## src/t2crb_defs.svh

```systemverilog
// Register indexes, bit positions and reset values of the timer block
`ifndef T2CRB_DEFS_SVH
`define T2CRB_DEFS_SVH
// ==========================================================
// Register indexes (byte address is four times the index)
`define T2CRB_IDX_CTRL 10'h0C8
`define T2CRB_IDX_MODE 10'h0C9
`define T2CRB_IDX_CAPL 10'h0CA
`define T2CRB_IDX_CAPH 10'h0CB
`define T2CRB_IDX_CNTL 10'h0CC
`define T2CRB_IDX_CNTH 10'h0CD
`define T2CRB_IDX_CLKC 10'h0E0
`define T2CRB_IDX_ISTAT 10'h0E1
`define T2CRB_IDX_IMASK 10'h0E2
// ==========================================================
// Control register bits
`define T2CRB_B_OVF 7
`define T2CRB_B_EXF 6
`define T2CRB_B_RCLK 5
`define T2CRB_B_TRANSMIT_CLOCK_SELECT 4
`define T2CRB_B_EXEN 3
`define T2CRB_B_RUN 2
`define T2CRB_B_CT 1
`define T2CRB_B_CP 0
// Mode register bits
`define T2CRB_B_CRST 3
`define T2CRB_B_DOWN_COUNT_ENABLE 0
// Clock control register bit
`define T2CRB_B_SPEED 5
// Interrupt status bits
`define T2CRB_I_OVF 0
`define T2CRB_I_EXF 1
// ==========================================================
// Reset values and constants
`define T2CRB_RST_BYTE 8'h00
`define T2CRB_RST_WORD 16'h0000
`define T2CRB_ALL_ONES 16'hFFFF
`define T2CRB_RST_INT 2'h0
`define T2CRB_DIV_SLOW 12
`define T2CRB_DIV_FAST 4
`endif

```

## src/t2crb_pkg.sv

```systemverilog
// Types of the timer block: bus phase and the full state record
package t2crb_pkg;
  // ==========================================================
  // Bus phase
  typedef enum logic [0:0] {
    T2CRB_PH_IDLE = 1'b0,
    T2CRB_PH_DONE = 1'b1
  } t2crb_phase_t;
  // ==========================================================
  // Whole state of the block
  typedef struct packed {
    logic ex_meta;
    logic ex_sync;
    logic ex_prev;
    logic [7:0] pre_cnt;
    logic [15:0] cnt;
    logic [15:0] rcap;
    logic [7:0] ctrl;
    logic crst;
    logic down_count_enable;
    logic speed;
    logic [1:0] istat;
    logic [1:0] imask;
    t2crb_phase_t phase;
    logic [31:0] prdata;
    logic pslverr;
    logic irq;
    logic rx_tick;
    logic tx_tick;
  } t2crb_state_t;
endpackage : t2crb_pkg

```

## src/t2crb_top.sv

```systemverilog
// Timer two with capture, auto-reload and baud generation, APB slave
// ==========================================================
// Overview of operation
// [RQ1] Overflow flag sets on 16-bit overflow and on count equal reload when down.
// [RQ2] Hardware sets overflow flag only with both clock selects zero.
// [RQ3] External flag sets on trigger fall or under/overflow per mode bits.
// [RQ4] Edge or software set of external flag raises the interrupt.
// [RQ5] Receive select picks this timer's or the other timer's overflow.
// [RQ6] Transmit select picks this timer's or the other timer's overflow.
// [RQ7] External enable lets trigger falls capture or reload, not in baud mode; code also ignores them in down mode.
// [RQ8] Run control starts counting; when stopped the count holds except on trigger capture or reload.
// [RQ9] Counter/timer select picks prescaled clock or trigger falling edges.
// [RQ10] Either clock select forces baud mode over the counter select.
// [RQ11] Capture/reload select picks auto-reload at 0 and capture at 1.
// [RQ12] In baud mode the count reloads after every overflow.
// [RQ13] Capture reset clears the count right after a capture.
// [RQ14] Down-count enable controls direction in auto-reload mode.
// [RQ15] Reload pair latches the count on capture and supplies reloads.
// [RQ16] Counting up wraps from all ones and reloads in the same cycle.
// [RQ17] Down mode: pin level sets direction; underflow loads all ones.
`timescale 1ns/10ps
`include "t2crb_defs.svh"
module t2crb_top #(
  parameter int DIV_SLOW = `T2CRB_DIV_SLOW,
  parameter int DIV_FAST = `T2CRB_DIV_FAST
) (
  input wire logic CLK_SYS,
  input wire logic RESET,
  input wire logic PSEL,
  input wire logic PENABLE,
  input wire logic PWRITE,
  input wire logic [11:0] PADDR,
  input wire logic [31:0] PWDATA,
  output logic [31:0] PRDATA,
  output logic PREADY,
  output logic PSLVERR,
  input wire logic EXT_TRIGGER_PIN,
  input wire logic SERIAL_MODE13,
  input wire logic TIMER1_OVF,
  output logic RX_BAUD_TICK,
  output logic TX_BAUD_TICK,
  output logic IRQ
);
  // ==========================================================
  // Parameter checks
  // Prescaler is eight bits wide, so 256 is the largest divide
  if (DIV_SLOW < 1 || DIV_SLOW > 256 ||
      DIV_FAST < 1 || DIV_FAST > 256) begin : g_div_chk
    $error("t2crb_top: prescaler divide out of range");
  end

  localparam logic [7:0] DIV_SLOW_M1 = 8'(DIV_SLOW - 1);
  localparam logic [7:0] DIV_FAST_M1 = 8'(DIV_FAST - 1);

  t2crb_pkg::t2crb_state_t st_reg;
  t2crb_pkg::t2crb_state_t st_next;

  // ==========================================================
  // Decoded control
  logic baud;
  logic ex_fall;
  logic pre_wrap;
  logic cnt_step;
  logic edge_act;
  logic t2_wrap;
  logic dn_mode;
  logic acc_wr;
  logic mapped;
  logic [9:0] idx;
  logic [7:0] wbyte;
  logic wr_ctrl;
  logic wr_cntl;
  logic wr_cnth;
  logic wr_capl;
  logic wr_caph;
  logic [31:0] rd_val;
  logic hw_ovf;
  logic hw_exf_set;
  logic hw_exf_tog;
  logic cap_evt;
  logic [15:0] cnt_hw;
  logic [15:0] rcap_hw;

  assign idx = PADDR[11:2];
  assign wbyte = PWDATA[7:0];
  // Either clock select forces baud generation [RQ10]
  assign baud = st_reg.ctrl[`T2CRB_B_RCLK] | st_reg.ctrl[`T2CRB_B_TRANSMIT_CLOCK_SELECT];
  assign ex_fall = st_reg.ex_prev & ~st_reg.ex_sync;
  assign pre_wrap = st_reg.pre_cnt == (st_reg.speed ? DIV_FAST_M1 :
                                       DIV_SLOW_M1);
  // Prescaled clock or trigger edges; baud mode always internal [RQ9]
  assign cnt_step = st_reg.ctrl[`T2CRB_B_RUN] &
                    ((st_reg.ctrl[`T2CRB_B_CT] & ~baud) ? ex_fall :
                     pre_wrap); // [RQ8]
  // Trigger capture or reload only outside baud and down mode [RQ7]
  assign edge_act = ex_fall & st_reg.ctrl[`T2CRB_B_EXEN] & ~baud &
                    ~dn_mode;
  // Direction control only in auto-reload [RQ14]
  assign dn_mode = st_reg.down_count_enable & ~st_reg.ctrl[`T2CRB_B_CP] & ~baud;
  assign t2_wrap = cnt_step & (st_reg.cnt == `T2CRB_ALL_ONES) &
                   (~dn_mode | st_reg.ex_sync);

  always_comb begin
    mapped = 1'b1;
    rd_val = 32'h00000000;
    case (idx)
      `T2CRB_IDX_CTRL: rd_val = {24'h000000, st_reg.ctrl};
      `T2CRB_IDX_MODE: rd_val = {28'h0000000, st_reg.crst, 2'h0,
                                 st_reg.down_count_enable};
      `T2CRB_IDX_CAPL: rd_val = {24'h000000, st_reg.rcap[7:0]};
      `T2CRB_IDX_CAPH: rd_val = {24'h000000, st_reg.rcap[15:8]};
      `T2CRB_IDX_CNTL: rd_val = {24'h000000, st_reg.cnt[7:0]};
      `T2CRB_IDX_CNTH: rd_val = {24'h000000, st_reg.cnt[15:8]};
      `T2CRB_IDX_CLKC: rd_val = {26'h0000000, st_reg.speed, 5'h00};
      `T2CRB_IDX_ISTAT: rd_val = {30'h00000000, st_reg.istat};
      `T2CRB_IDX_IMASK: rd_val = {30'h00000000, st_reg.imask};
      default: mapped = 1'b0;
    endcase
  end

  // Write commits only at the edge where the answer is seen
  assign acc_wr = PSEL & PENABLE & PWRITE & mapped &
                  (st_reg.phase == t2crb_pkg::T2CRB_PH_DONE);
  assign wr_ctrl = acc_wr & (idx == `T2CRB_IDX_CTRL);
  assign wr_cntl = acc_wr & (idx == `T2CRB_IDX_CNTL);
  assign wr_cnth = acc_wr & (idx == `T2CRB_IDX_CNTH);
  assign wr_capl = acc_wr & (idx == `T2CRB_IDX_CAPL);
  assign wr_caph = acc_wr & (idx == `T2CRB_IDX_CAPH);

  // ==========================================================
  // Counting engine
  always_comb begin
    cnt_hw = st_reg.cnt;
    rcap_hw = st_reg.rcap;
    hw_ovf = 1'b0;
    hw_exf_set = 1'b0;
    hw_exf_tog = 1'b0;
    cap_evt = 1'b0;
    if (baud) begin
      if (cnt_step) begin
        // Baud mode reloads after every overflow [RQ12]
        cnt_hw = t2_wrap ? st_reg.rcap : st_reg.cnt + 16'h0001;
      end
    end else if (dn_mode) begin
      if (cnt_step && st_reg.ex_sync) begin
        cnt_hw = t2_wrap ? st_reg.rcap : st_reg.cnt + 16'h0001; // [RQ17]
        hw_ovf = t2_wrap;
        hw_exf_tog = t2_wrap;
      end else if (cnt_step) begin
        if (st_reg.cnt == st_reg.rcap) begin
          cnt_hw = `T2CRB_ALL_ONES; // [RQ17]
          hw_ovf = 1'b1; // [RQ1]
          hw_exf_tog = 1'b1; // [RQ3]
        end else begin
          cnt_hw = st_reg.cnt - 16'h0001;
        end
      end
    end else if (st_reg.ctrl[`T2CRB_B_CP]) begin
      // Capture mode: count wraps to zero [RQ11]
      if (cnt_step) begin
        cnt_hw = st_reg.cnt + 16'h0001;
        hw_ovf = t2_wrap; // [RQ1]
      end
      if (edge_act) begin
        cap_evt = 1'b1;
        rcap_hw = st_reg.cnt; // [RQ15]
        hw_exf_set = 1'b1; // [RQ3]
        if (st_reg.crst) begin
          cnt_hw = `T2CRB_RST_WORD; // [RQ13]
        end
      end
    end else begin
      if (cnt_step) begin
        // Wrap reloads from the pair at once [RQ16] [RQ15]
        cnt_hw = t2_wrap ? st_reg.rcap : st_reg.cnt + 16'h0001;
        hw_ovf = t2_wrap;
      end
      if (edge_act) begin
        cnt_hw = st_reg.rcap; // [RQ11]
        hw_exf_set = 1'b1; // [RQ3]
      end
    end
  end

  // ==========================================================
  // Next state
  always_comb begin
    st_next = st_reg;
    // Pin passes two flops before the edge detector reads it
    st_next.ex_meta = EXT_TRIGGER_PIN;
    st_next.ex_sync = st_reg.ex_meta;
    st_next.ex_prev = st_reg.ex_sync;
    // Prescaler free-runs so the rate stays even across stops
    st_next.pre_cnt = pre_wrap ? 8'h00 : st_reg.pre_cnt + 8'h01;
    st_next.cnt = cnt_hw;
    st_next.rcap = rcap_hw;
    // Software byte writes win over counting in the same cycle
    if (wr_cntl) begin
      st_next.cnt[7:0] = wbyte;
    end
    if (wr_cnth) begin
      st_next.cnt[15:8] = wbyte;
    end
    if (wr_capl) begin
      st_next.rcap[7:0] = wbyte;
    end
    if (wr_caph) begin
      st_next.rcap[15:8] = wbyte;
    end
    if (wr_ctrl) begin
      st_next.ctrl = wbyte;
    end
    // Hardware set beats software clear; flag held off in baud [RQ2]
    if (hw_ovf && !baud) begin
      st_next.ctrl[`T2CRB_B_OVF] = 1'b1; // [RQ1]
    end
    if (hw_exf_set) begin
      st_next.ctrl[`T2CRB_B_EXF] = 1'b1;
    end else if (hw_exf_tog) begin
      st_next.ctrl[`T2CRB_B_EXF] = ~st_reg.ctrl[`T2CRB_B_EXF];
    end
    if (acc_wr && idx == `T2CRB_IDX_MODE) begin
      st_next.crst = wbyte[`T2CRB_B_CRST];
      st_next.down_count_enable = wbyte[`T2CRB_B_DOWN_COUNT_ENABLE];
    end
    if (acc_wr && idx == `T2CRB_IDX_CLKC) begin
      st_next.speed = wbyte[`T2CRB_B_SPEED];
    end
    if (acc_wr && idx == `T2CRB_IDX_IMASK) begin
      st_next.imask = wbyte[1:0];
    end
    // Sticky status, write one to clear; a new event wins
    if (acc_wr && idx == `T2CRB_IDX_ISTAT) begin
      st_next.istat = st_reg.istat & ~wbyte[1:0];
    end
    if (hw_ovf && !baud) begin
      st_next.istat[`T2CRB_I_OVF] = 1'b1;
    end
    if (wr_ctrl && wbyte[`T2CRB_B_OVF] && !st_reg.ctrl[`T2CRB_B_OVF]) begin
      st_next.istat[`T2CRB_I_OVF] = 1'b1;
    end
    // Toggles in down mode do not interrupt [RQ4]
    if (hw_exf_set) begin
      st_next.istat[`T2CRB_I_EXF] = 1'b1;
    end
    if (wr_ctrl && wbyte[`T2CRB_B_EXF] && !st_reg.ctrl[`T2CRB_B_EXF]) begin
      st_next.istat[`T2CRB_I_EXF] = 1'b1;
    end
    st_next.irq = |(st_next.istat & st_next.imask); // [RQ4]
    // Baud ticks only in serial modes 1 and 3 [RQ5] [RQ6]
    st_next.rx_tick = SERIAL_MODE13 &
                      (st_reg.ctrl[`T2CRB_B_RCLK] ? t2_wrap : TIMER1_OVF);
    st_next.tx_tick = SERIAL_MODE13 &
                      (st_reg.ctrl[`T2CRB_B_TRANSMIT_CLOCK_SELECT] ? t2_wrap : TIMER1_OVF);
    // One wait state keeps read data and ready straight from flops
    case (st_reg.phase)
      t2crb_pkg::T2CRB_PH_IDLE: begin
        if (PSEL && PENABLE) begin
          st_next.phase = t2crb_pkg::T2CRB_PH_DONE;
          st_next.prdata = PWRITE ? 32'h00000000 : rd_val;
          st_next.pslverr = ~mapped;
        end
      end
      t2crb_pkg::T2CRB_PH_DONE: begin
        st_next.phase = t2crb_pkg::T2CRB_PH_IDLE;
        st_next.pslverr = 1'b0;
      end
      default: st_next.phase = t2crb_pkg::T2CRB_PH_IDLE;
    endcase
  end

  // ==========================================================
  // State register
  always_ff @(posedge CLK_SYS or posedge RESET) begin
    if (RESET) begin
      st_reg <= '0;
    end else begin
      st_reg <= st_next;
    end
  end

  assign PRDATA = st_reg.prdata;
  assign PREADY = st_reg.phase == t2crb_pkg::T2CRB_PH_DONE;
  assign PSLVERR = st_reg.pslverr;
  assign IRQ = st_reg.irq;
  assign RX_BAUD_TICK = st_reg.rx_tick;
  assign TX_BAUD_TICK = st_reg.tx_tick;

  logic any_cnt_wr;
  assign any_cnt_wr = wr_cntl | wr_cnth;
endmodule : t2crb_top
```

## config.mk

```make
export PLATFORM = sky130hd
export DESIGN_NAME = t2crb_top
export DESIGN_NICKNAME = d
export VERILOG_FILES = /design/src/t2crb_pkg.sv /design/src/t2crb_top.sv
export VERILOG_INCLUDE_DIRS = /design/src /design/src/src
export SDC_FILE = /design/constraint.sdc
export NUM_CORES = 1
export LEC_CHECK = 0
export ABC_AREA = 1
export ABC_CLOCK_PERIOD_IN_PS = 4300
export BUFFER_PORTS_ARGS = -buffer_cell sky130_fd_sc_hd__buf_2
export CAP_MARGIN = 0
export CORE_MARGIN = 3
export CORE_UTILIZATION = 57
export CTS_CLUSTER_DIAMETER = 30
export DETAILED_ROUTE_END_ITERATION = 8
export PLACE_DENSITY = 0.79
export SYNTH_ARGS = -nofsm -noshare
export SYNTH_HDL_FRONTEND = slang
export SYNTH_SLANG_ARGS = --single-unit
```

## constraint.sdc

```tcl
create_clock -name CLK_SYS -period 4.3 [get_ports CLK_SYS]
set_clock_uncertainty 0.15 [all_clocks]
set_input_delay 0.43 -clock CLK_SYS [delete_from_list [all_inputs] [get_ports CLK_SYS]]
set_output_delay 0.43 -clock CLK_SYS [all_outputs]
set_load 0.01 [all_outputs]
```

-- Yosys cells after proc, flatten, opt, wreduce, memory -nomap -nowiden
Index checks and enable logic that the tools add are counted.
- add/subtract/negate cells: 3
- equal/unequal tests: 19
- muxes and demuxes: 52
- bitwise logic cells: 33
- reductions and logical operators: 25
- operators by type and width (cell ; number):
    2-to-1 mux 16 bit ; 16
    equality test 10 x 8 -> 1 bit, second input constant ; 9
    one-hot mux 8 bit (9 select lines) ; 1
    2-to-1 mux 8 bit ; 6
    2-to-1 mux 34 bit ; 1
    2-to-1 mux 32 bit ; 1
    2-to-1 mux 1 bit ; 22
    AND 1 bit ; 21
    adder 16 x 1 -> 16 bit, second input constant ; 1
    equality test 16 bit ; 1
    equality test 16 bit, second input constant ; 1
    subtractor 16 x 1 -> 16 bit, second input constant ; 1
    logical AND 1 bit ; 11
    != test 5 x 3 -> 1 bit, second input constant ; 2
    nonzero test 2 bit ; 5
    OR reduction 9 bit ; 1
    adder 8 x 1 -> 8 bit, second input constant ; 1
    equality test 8 x 4 -> 1 bit ; 1
    != test 2 x 1 -> 1 bit, second input constant ; 4
    AND reduction 4 bit ; 2
    inverter 1 bit ; 7
    AND 2 bit ; 2
    2-to-1 mux 2 bit ; 2
    2-to-1 mux 4 bit ; 1
    8 further kinds ; 12
- register bits: 95
- output and inout port bits: 37
- word-level logic and storage cells: 154

-- Longest topological paths before layout
- depth after elaboration: 15
- depth in mapped cells: 18
- mapped depth without buffers: 18

-- Worst setup path after synthesis
Ideal clock, no wire load.
- path type: input port to flip-flop
- start: input PADDR[6]
- end: register st_reg[57] (netlist name)
- arrival time: 1808 ps
- data required time: 4019 ps
- setup slack: 2211 ps
- stages: 15
- cells stage by stage: inv_1 -> nand3_1 -> nor2_4 -> nand2_4 -> nor2_4 -> inv_2 -> nand2_1 -> inv_2 -> nand2_1 -> nor2_2 -> nor2_8 -> nand2_2 -> buf_4 -> nand3_1 -> o211ai_1
- word-level cells in the longest chain between the ends: 8
- ends and longest elaborated chain (element ; RTL line ; text):
    start, declared ; t2crb_top.sv:32 ; input wire logic [11:0] PADDR,
    equality test 10 x 8 -> 1 bit ; t2crb_top.sv:106 ; case (idx)
    OR reduction 9 bit (no line) ; - ;
    2-to-1 mux 1 bit ; t2crb_top.sv:106 ;
    AND 1 bit (2 in series) ; t2crb_top.sv:122 ; assign acc_wr = PSEL & PENABLE & PWRITE & mapped &
    AND 1 bit * ; t2crb_top.sv:127 ; assign wr_capl = acc_wr & (idx == `T2CRB_IDX_CAPL);
    != test 2 x 1 -> 1 bit (no line) / nonzero test 2 bit (equally long branches) ; - ;
    AND reduction 4 bit (no line) ; - ;
    end signal, assigned ; t2crb_top.sv:278 ; st_reg <= st_next;
    end, declared ; t2crb_top.sv:55 ; t2crb_pkg::t2crb_state_t st_reg;
Every way passes the cells marked *; elsewhere a longest branch is shown, timed or not.
A chain may end at the register's enable or synchronous reset.

-- Worst setup path in the final report
- start: register st_reg[48] (netlist name)
- end: register st_reg[68] (netlist name)
- word-level cells in the longest chain between the ends: 14
- ends and longest elaborated chain (element ; RTL line ; text):
    OR 1 bit * ; t2crb_top.sv:87 ; assign baud = st_reg.ctrl[`T2CRB_B_RCLK] | st_reg.ctrl[`T2CRB_B_TRANSMIT_CLOCK_SELECT];
    inverter 1 bit ; t2crb_top.sv:93, t2crb_top.sv:96, t2crb_top.sv:99 ;
    AND 1 bit ; t2crb_top.sv:93 ; ((st_reg.ctrl[`T2CRB_B_CT] & ~baud) ? ex_fall :
    2-to-1 mux 1 bit ; t2crb_top.sv:93 ;
    AND 1 bit ; t2crb_top.sv:92 ; assign cnt_step = st_reg.ctrl[`T2CRB_B_RUN] &
    AND 1 bit (2 in series) ; t2crb_top.sv:100 ; assign t2_wrap = cnt_step & (st_reg.cnt == `T2CRB_ALL_ONES) &
    2-to-1 mux 16 bit ; t2crb_top.sv:142, t2crb_top.sv:146, t2crb_top.sv:175 ;
    2-to-1 mux 16 bit ; t2crb_top.sv:140, t2crb_top.sv:173 ;
    2-to-1 mux 16 bit ; t2crb_top.sv:178 ; if (edge_act) begin
    2-to-1 mux 16 bit ; t2crb_top.sv:158 ; end else if (st_reg.ctrl[`T2CRB_B_CP]) begin
    2-to-1 mux 16 bit ; t2crb_top.sv:144 ; end else if (dn_mode) begin
    2-to-1 mux 16 bit ; t2crb_top.sv:139 ; if (baud) begin
    2-to-1 mux 8 bit ; t2crb_top.sv:198 ; if (wr_cntl) begin
Marks and branches as above.

==> impl_metrics.csv <==
group,metric,value,unit
setup_path,rr_startpoint,"st_reg[48]$_DFFE_PP0N_",
routing,avgViaCountPerCell,5.77,
setup_path,critPathBufInv,3,
cts,cts_max_level,3,
hold_path,hold_path_class,"in2reg",
cts,clock_sinks,71,
timing,max_freq,0.320,GHz
setup_path,cp_common_cell,"nand2_1",
hold_path,whs_path_depth,1,
job,cap_violations,0,
floorplan,row_count,39,
global_route,grt_antenna_before_repair,0,
timing,setup_tns,0,ns
timing,setup_viol,0,
floorplan,core_area,11500,um^2
synth,ys_ff_latch,71,
layout,area_growth,5.53,%
global_route,overflow,0,
layout,largest_reg_flops,56,
setup_path,cp-end-kind,"flip-flop",
floorplan,die_area,13200,um^2
global_route,gr-usage-met2,0.513,
cts,cts_post_setup_buffers_inserted,0,
run_status,status,"finished, final reports clean",
synth,synth_area,6740,um^2
routing,firstDrtPassIters,6,
routing,drt_iter0_drc,912,
cts,clockRootBuffer,"clkbuf_16",
synth,synth.avg_cell_area,6.31,um^2
floorplan,dieWidth,115,um
power,peakVddDrop,0.337,mV
timing,finalMaxSlewViolations,0,
timing,postLayoutSetupSlackWorst,1.18,ns
layout,n_antenna_cell,0,
placed_design,pre_cts_ws,1.24,ns
global_route,track_usage,0.332,
setup_path,timing.critical_path.from,"st_reg[48]$_DFFE_PP0N_",
global_route,grt_pass1_wl,33900,um
setup_path,worstReg2RegEnd,"st_reg[68]$_DFFE_PP0P_",
floorplan,die_y,115,um
cts,insertion_delay,0.35,ns
timing,worst_pin_slew,1.02,ns
setup_path,rr_worst_depth,13,
setup_path,crit_family,"simple AND/OR/NAND/NOR gates",
global_route,grt_use_met1,0.440,
cts,clk_transition_reported_paths,0.06,ns
routing,ant_nets,0,
setup_path,path_max_fanout,24,
global_route,gr-usage-met3,0.0874,
setup_path,path_class,"reg2reg",
power,pwr_density_cell,218,nW/um^2
cts,cts_resized,0,
cts,clock_path_buffers,2,
global_route,grt_pass1_vias,6533,
setup_path,crit_required,4.39,ns
cts,cts_hold_buffers,0,
setup_path,cp_slowest_stage_delay,0.47,ns
placed_design,gp_congestion,1.01,
floorplan,io_pins,89,
setup_path,worstPathArrival,3.22,ns
hold_path,worstHoldStart,"EXT_TRIGGER_PIN",
routing,drc,0,
placed_design,io_buffers,38,
timing,rsz0062_at_grt,"no",
synth,syn-instance-count,1069,
timing,slew_headroom,0.318,
cts,cts_tree,"yes",
setup_path,cp_slowest_cell,"nor2_4",
synth,synthDistinctLibCells,42,
layout,layout-drive-gt1-share,0.125,
setup_path,reg2reg_slack,1.18,ns
global_route,busiest_layer,"met2",
synth,ys_seq_area_frac,0.263,
global_route,grt_max_degree,37,
floorplan,start_util,0.588,
power,leakage,3.84,nW
placed_design,hpwl,15300,um
layout,final_cell_mix,"310 x nand2_1, 151 x inv_1, 96 x nand3_1, 86 x nor2_1, 71 x dfrtp_1",
routing,wl_per_cell,17.2,um
layout,final_cells,1224,
routing,via_count,7062,
cts,cts_made_buffers,9,
timing,finalCriticalPeriod,3.12,ns
setup_path,cp-start-kind,"flip-flop",
layout,nets,1131,
placed_design,dp_cells,1208,
layout,final_common_cell,"nand2_1",
hold_path,holdPathEnd,"st_next[93]$_DFF_PP0_",
routing,wl,21000,um
timing,finalCritPeriodShare,0.727,
synth,ys_warn_count,0,
setup_path,worstPathCellList,"nor2_4 -> inv_2 -> nor3_2 -> nand2_1 -> buf_12 -> o21ai_1 -> inv_1 -> nand2_1 -> nand2_1 -> nand2_1 -> nand2_1 -> nand2_1 -> nand2_1",
timing,finalHoldViolations,0,
worst register-to-register path, cell delays in order, from the launching register on:
cell     delay, ns
dfrtp_1       0.45
nor2_4        0.47
inv_2         0.36
nor3_2        0.35
nand2_1       0.36
buf_12        0.28
o21ai_1       0.23
inv_1         0.07
nand2_1       0.06
nand2_1       0.04
nand2_1       0.05
nand2_1       0.04
nand2_1       0.07
nand2_1       0.04
metrics by stage:
stage	total power, mW	hold WS, ns	util	instance area, um^2
after floorplan	0.749	0.181	-	6830
after global placement	0.767	0.182	0.593	6800
after detailed placement	0.768	0.198	0.593	6800
after CTS	1.56	0.0341	0.621	7120
after global routing	1.60	0.0310	0.621	7120
final	1.55	0.0372	0.621	7120
logic make-up after synthesis:
kind of cell | after synthesis | share of synthesized area
AND/OR/NAND/NOR | 579 | 0.397
flip-flops | 71 | 0.263
XOR/XNOR | 34 | 0.0442
AO/OA/AOI/OAI | 141 | 0.126
other | 1 | 0.000556
buffers and inverters | 240 | 0.163
adder cells (fa/ha/maj) | 3 | 0.00557
worst max-delay path by stage:
stage | endpoint | cells past startpoint
2_1_floorplan | IRQ$_DFF_PP0_ | 1
3_3_place_gp | st_reg[68]$_DFFE_PP0P_ | 13
3_5_place_dp | st_reg[68]$_DFFE_PP0P_ | 13
4_1_cts | st_reg[68]$_DFFE_PP0P_ | 13
5_1_grt | st_reg[68]$_DFFE_PP0P_ | 13
6_report | st_reg[68]$_DFFE_PP0P_ | 13
area by class of cell:
class,instances,area (um^2)
Fill cell,1072,4350
Multi-Input combinational cell,781,3960
Sequential cell,71,1780
Inverter,167,627
Timing Repair Buffer,46,263
Clock buffer,11,253
Tap cell,143,179
Clock inverter,5,63.8
synth_stat cells (all sizes together):
cell	n	area, um^2
conb	1	3.75
a22oi	1	7.51
ha	3	37.5
a221oi	2	17.5
nand2	328	1280
inv	167	627
a2111oi	1	8.76
xnor2	3	26.3
o31ai	3	22.5
o22ai	16	100
nor4	4	25.0
clkbuf	6	22.5
a31oi	2	12.5
or2	1	6.26
o221ai	2	17.5
nor3	7	45.0
o211ai	18	165
buf	67	453
nand4	29	188
nand3	111	653
dfrtp	71	1780
nor2	99	480
a22o	1	8.76
o21ai	53	265
xor2	31	272
a21oi	39	195
o2111ai	3	26.3
where the power goes:
group          total (mW)  switching, mW  internal [mW]
registers           0.677        0.00377          0.673
clock network       0.796          0.310          0.486
logic              0.0804         0.0623         0.0181
routing by layer:
| layer | up-vias | share of wire |
|---|---|---|
| met1 | 3197 | 0.40 |
| met4 | 0 | 0.044 |
| met5 | - | 0 |
| met3 | 80 | 0.12 |
| li1 | 3371 | - |
| met2 | 414 | 0.44 |
Note: power is estimated with default switching activity, not from simulation.
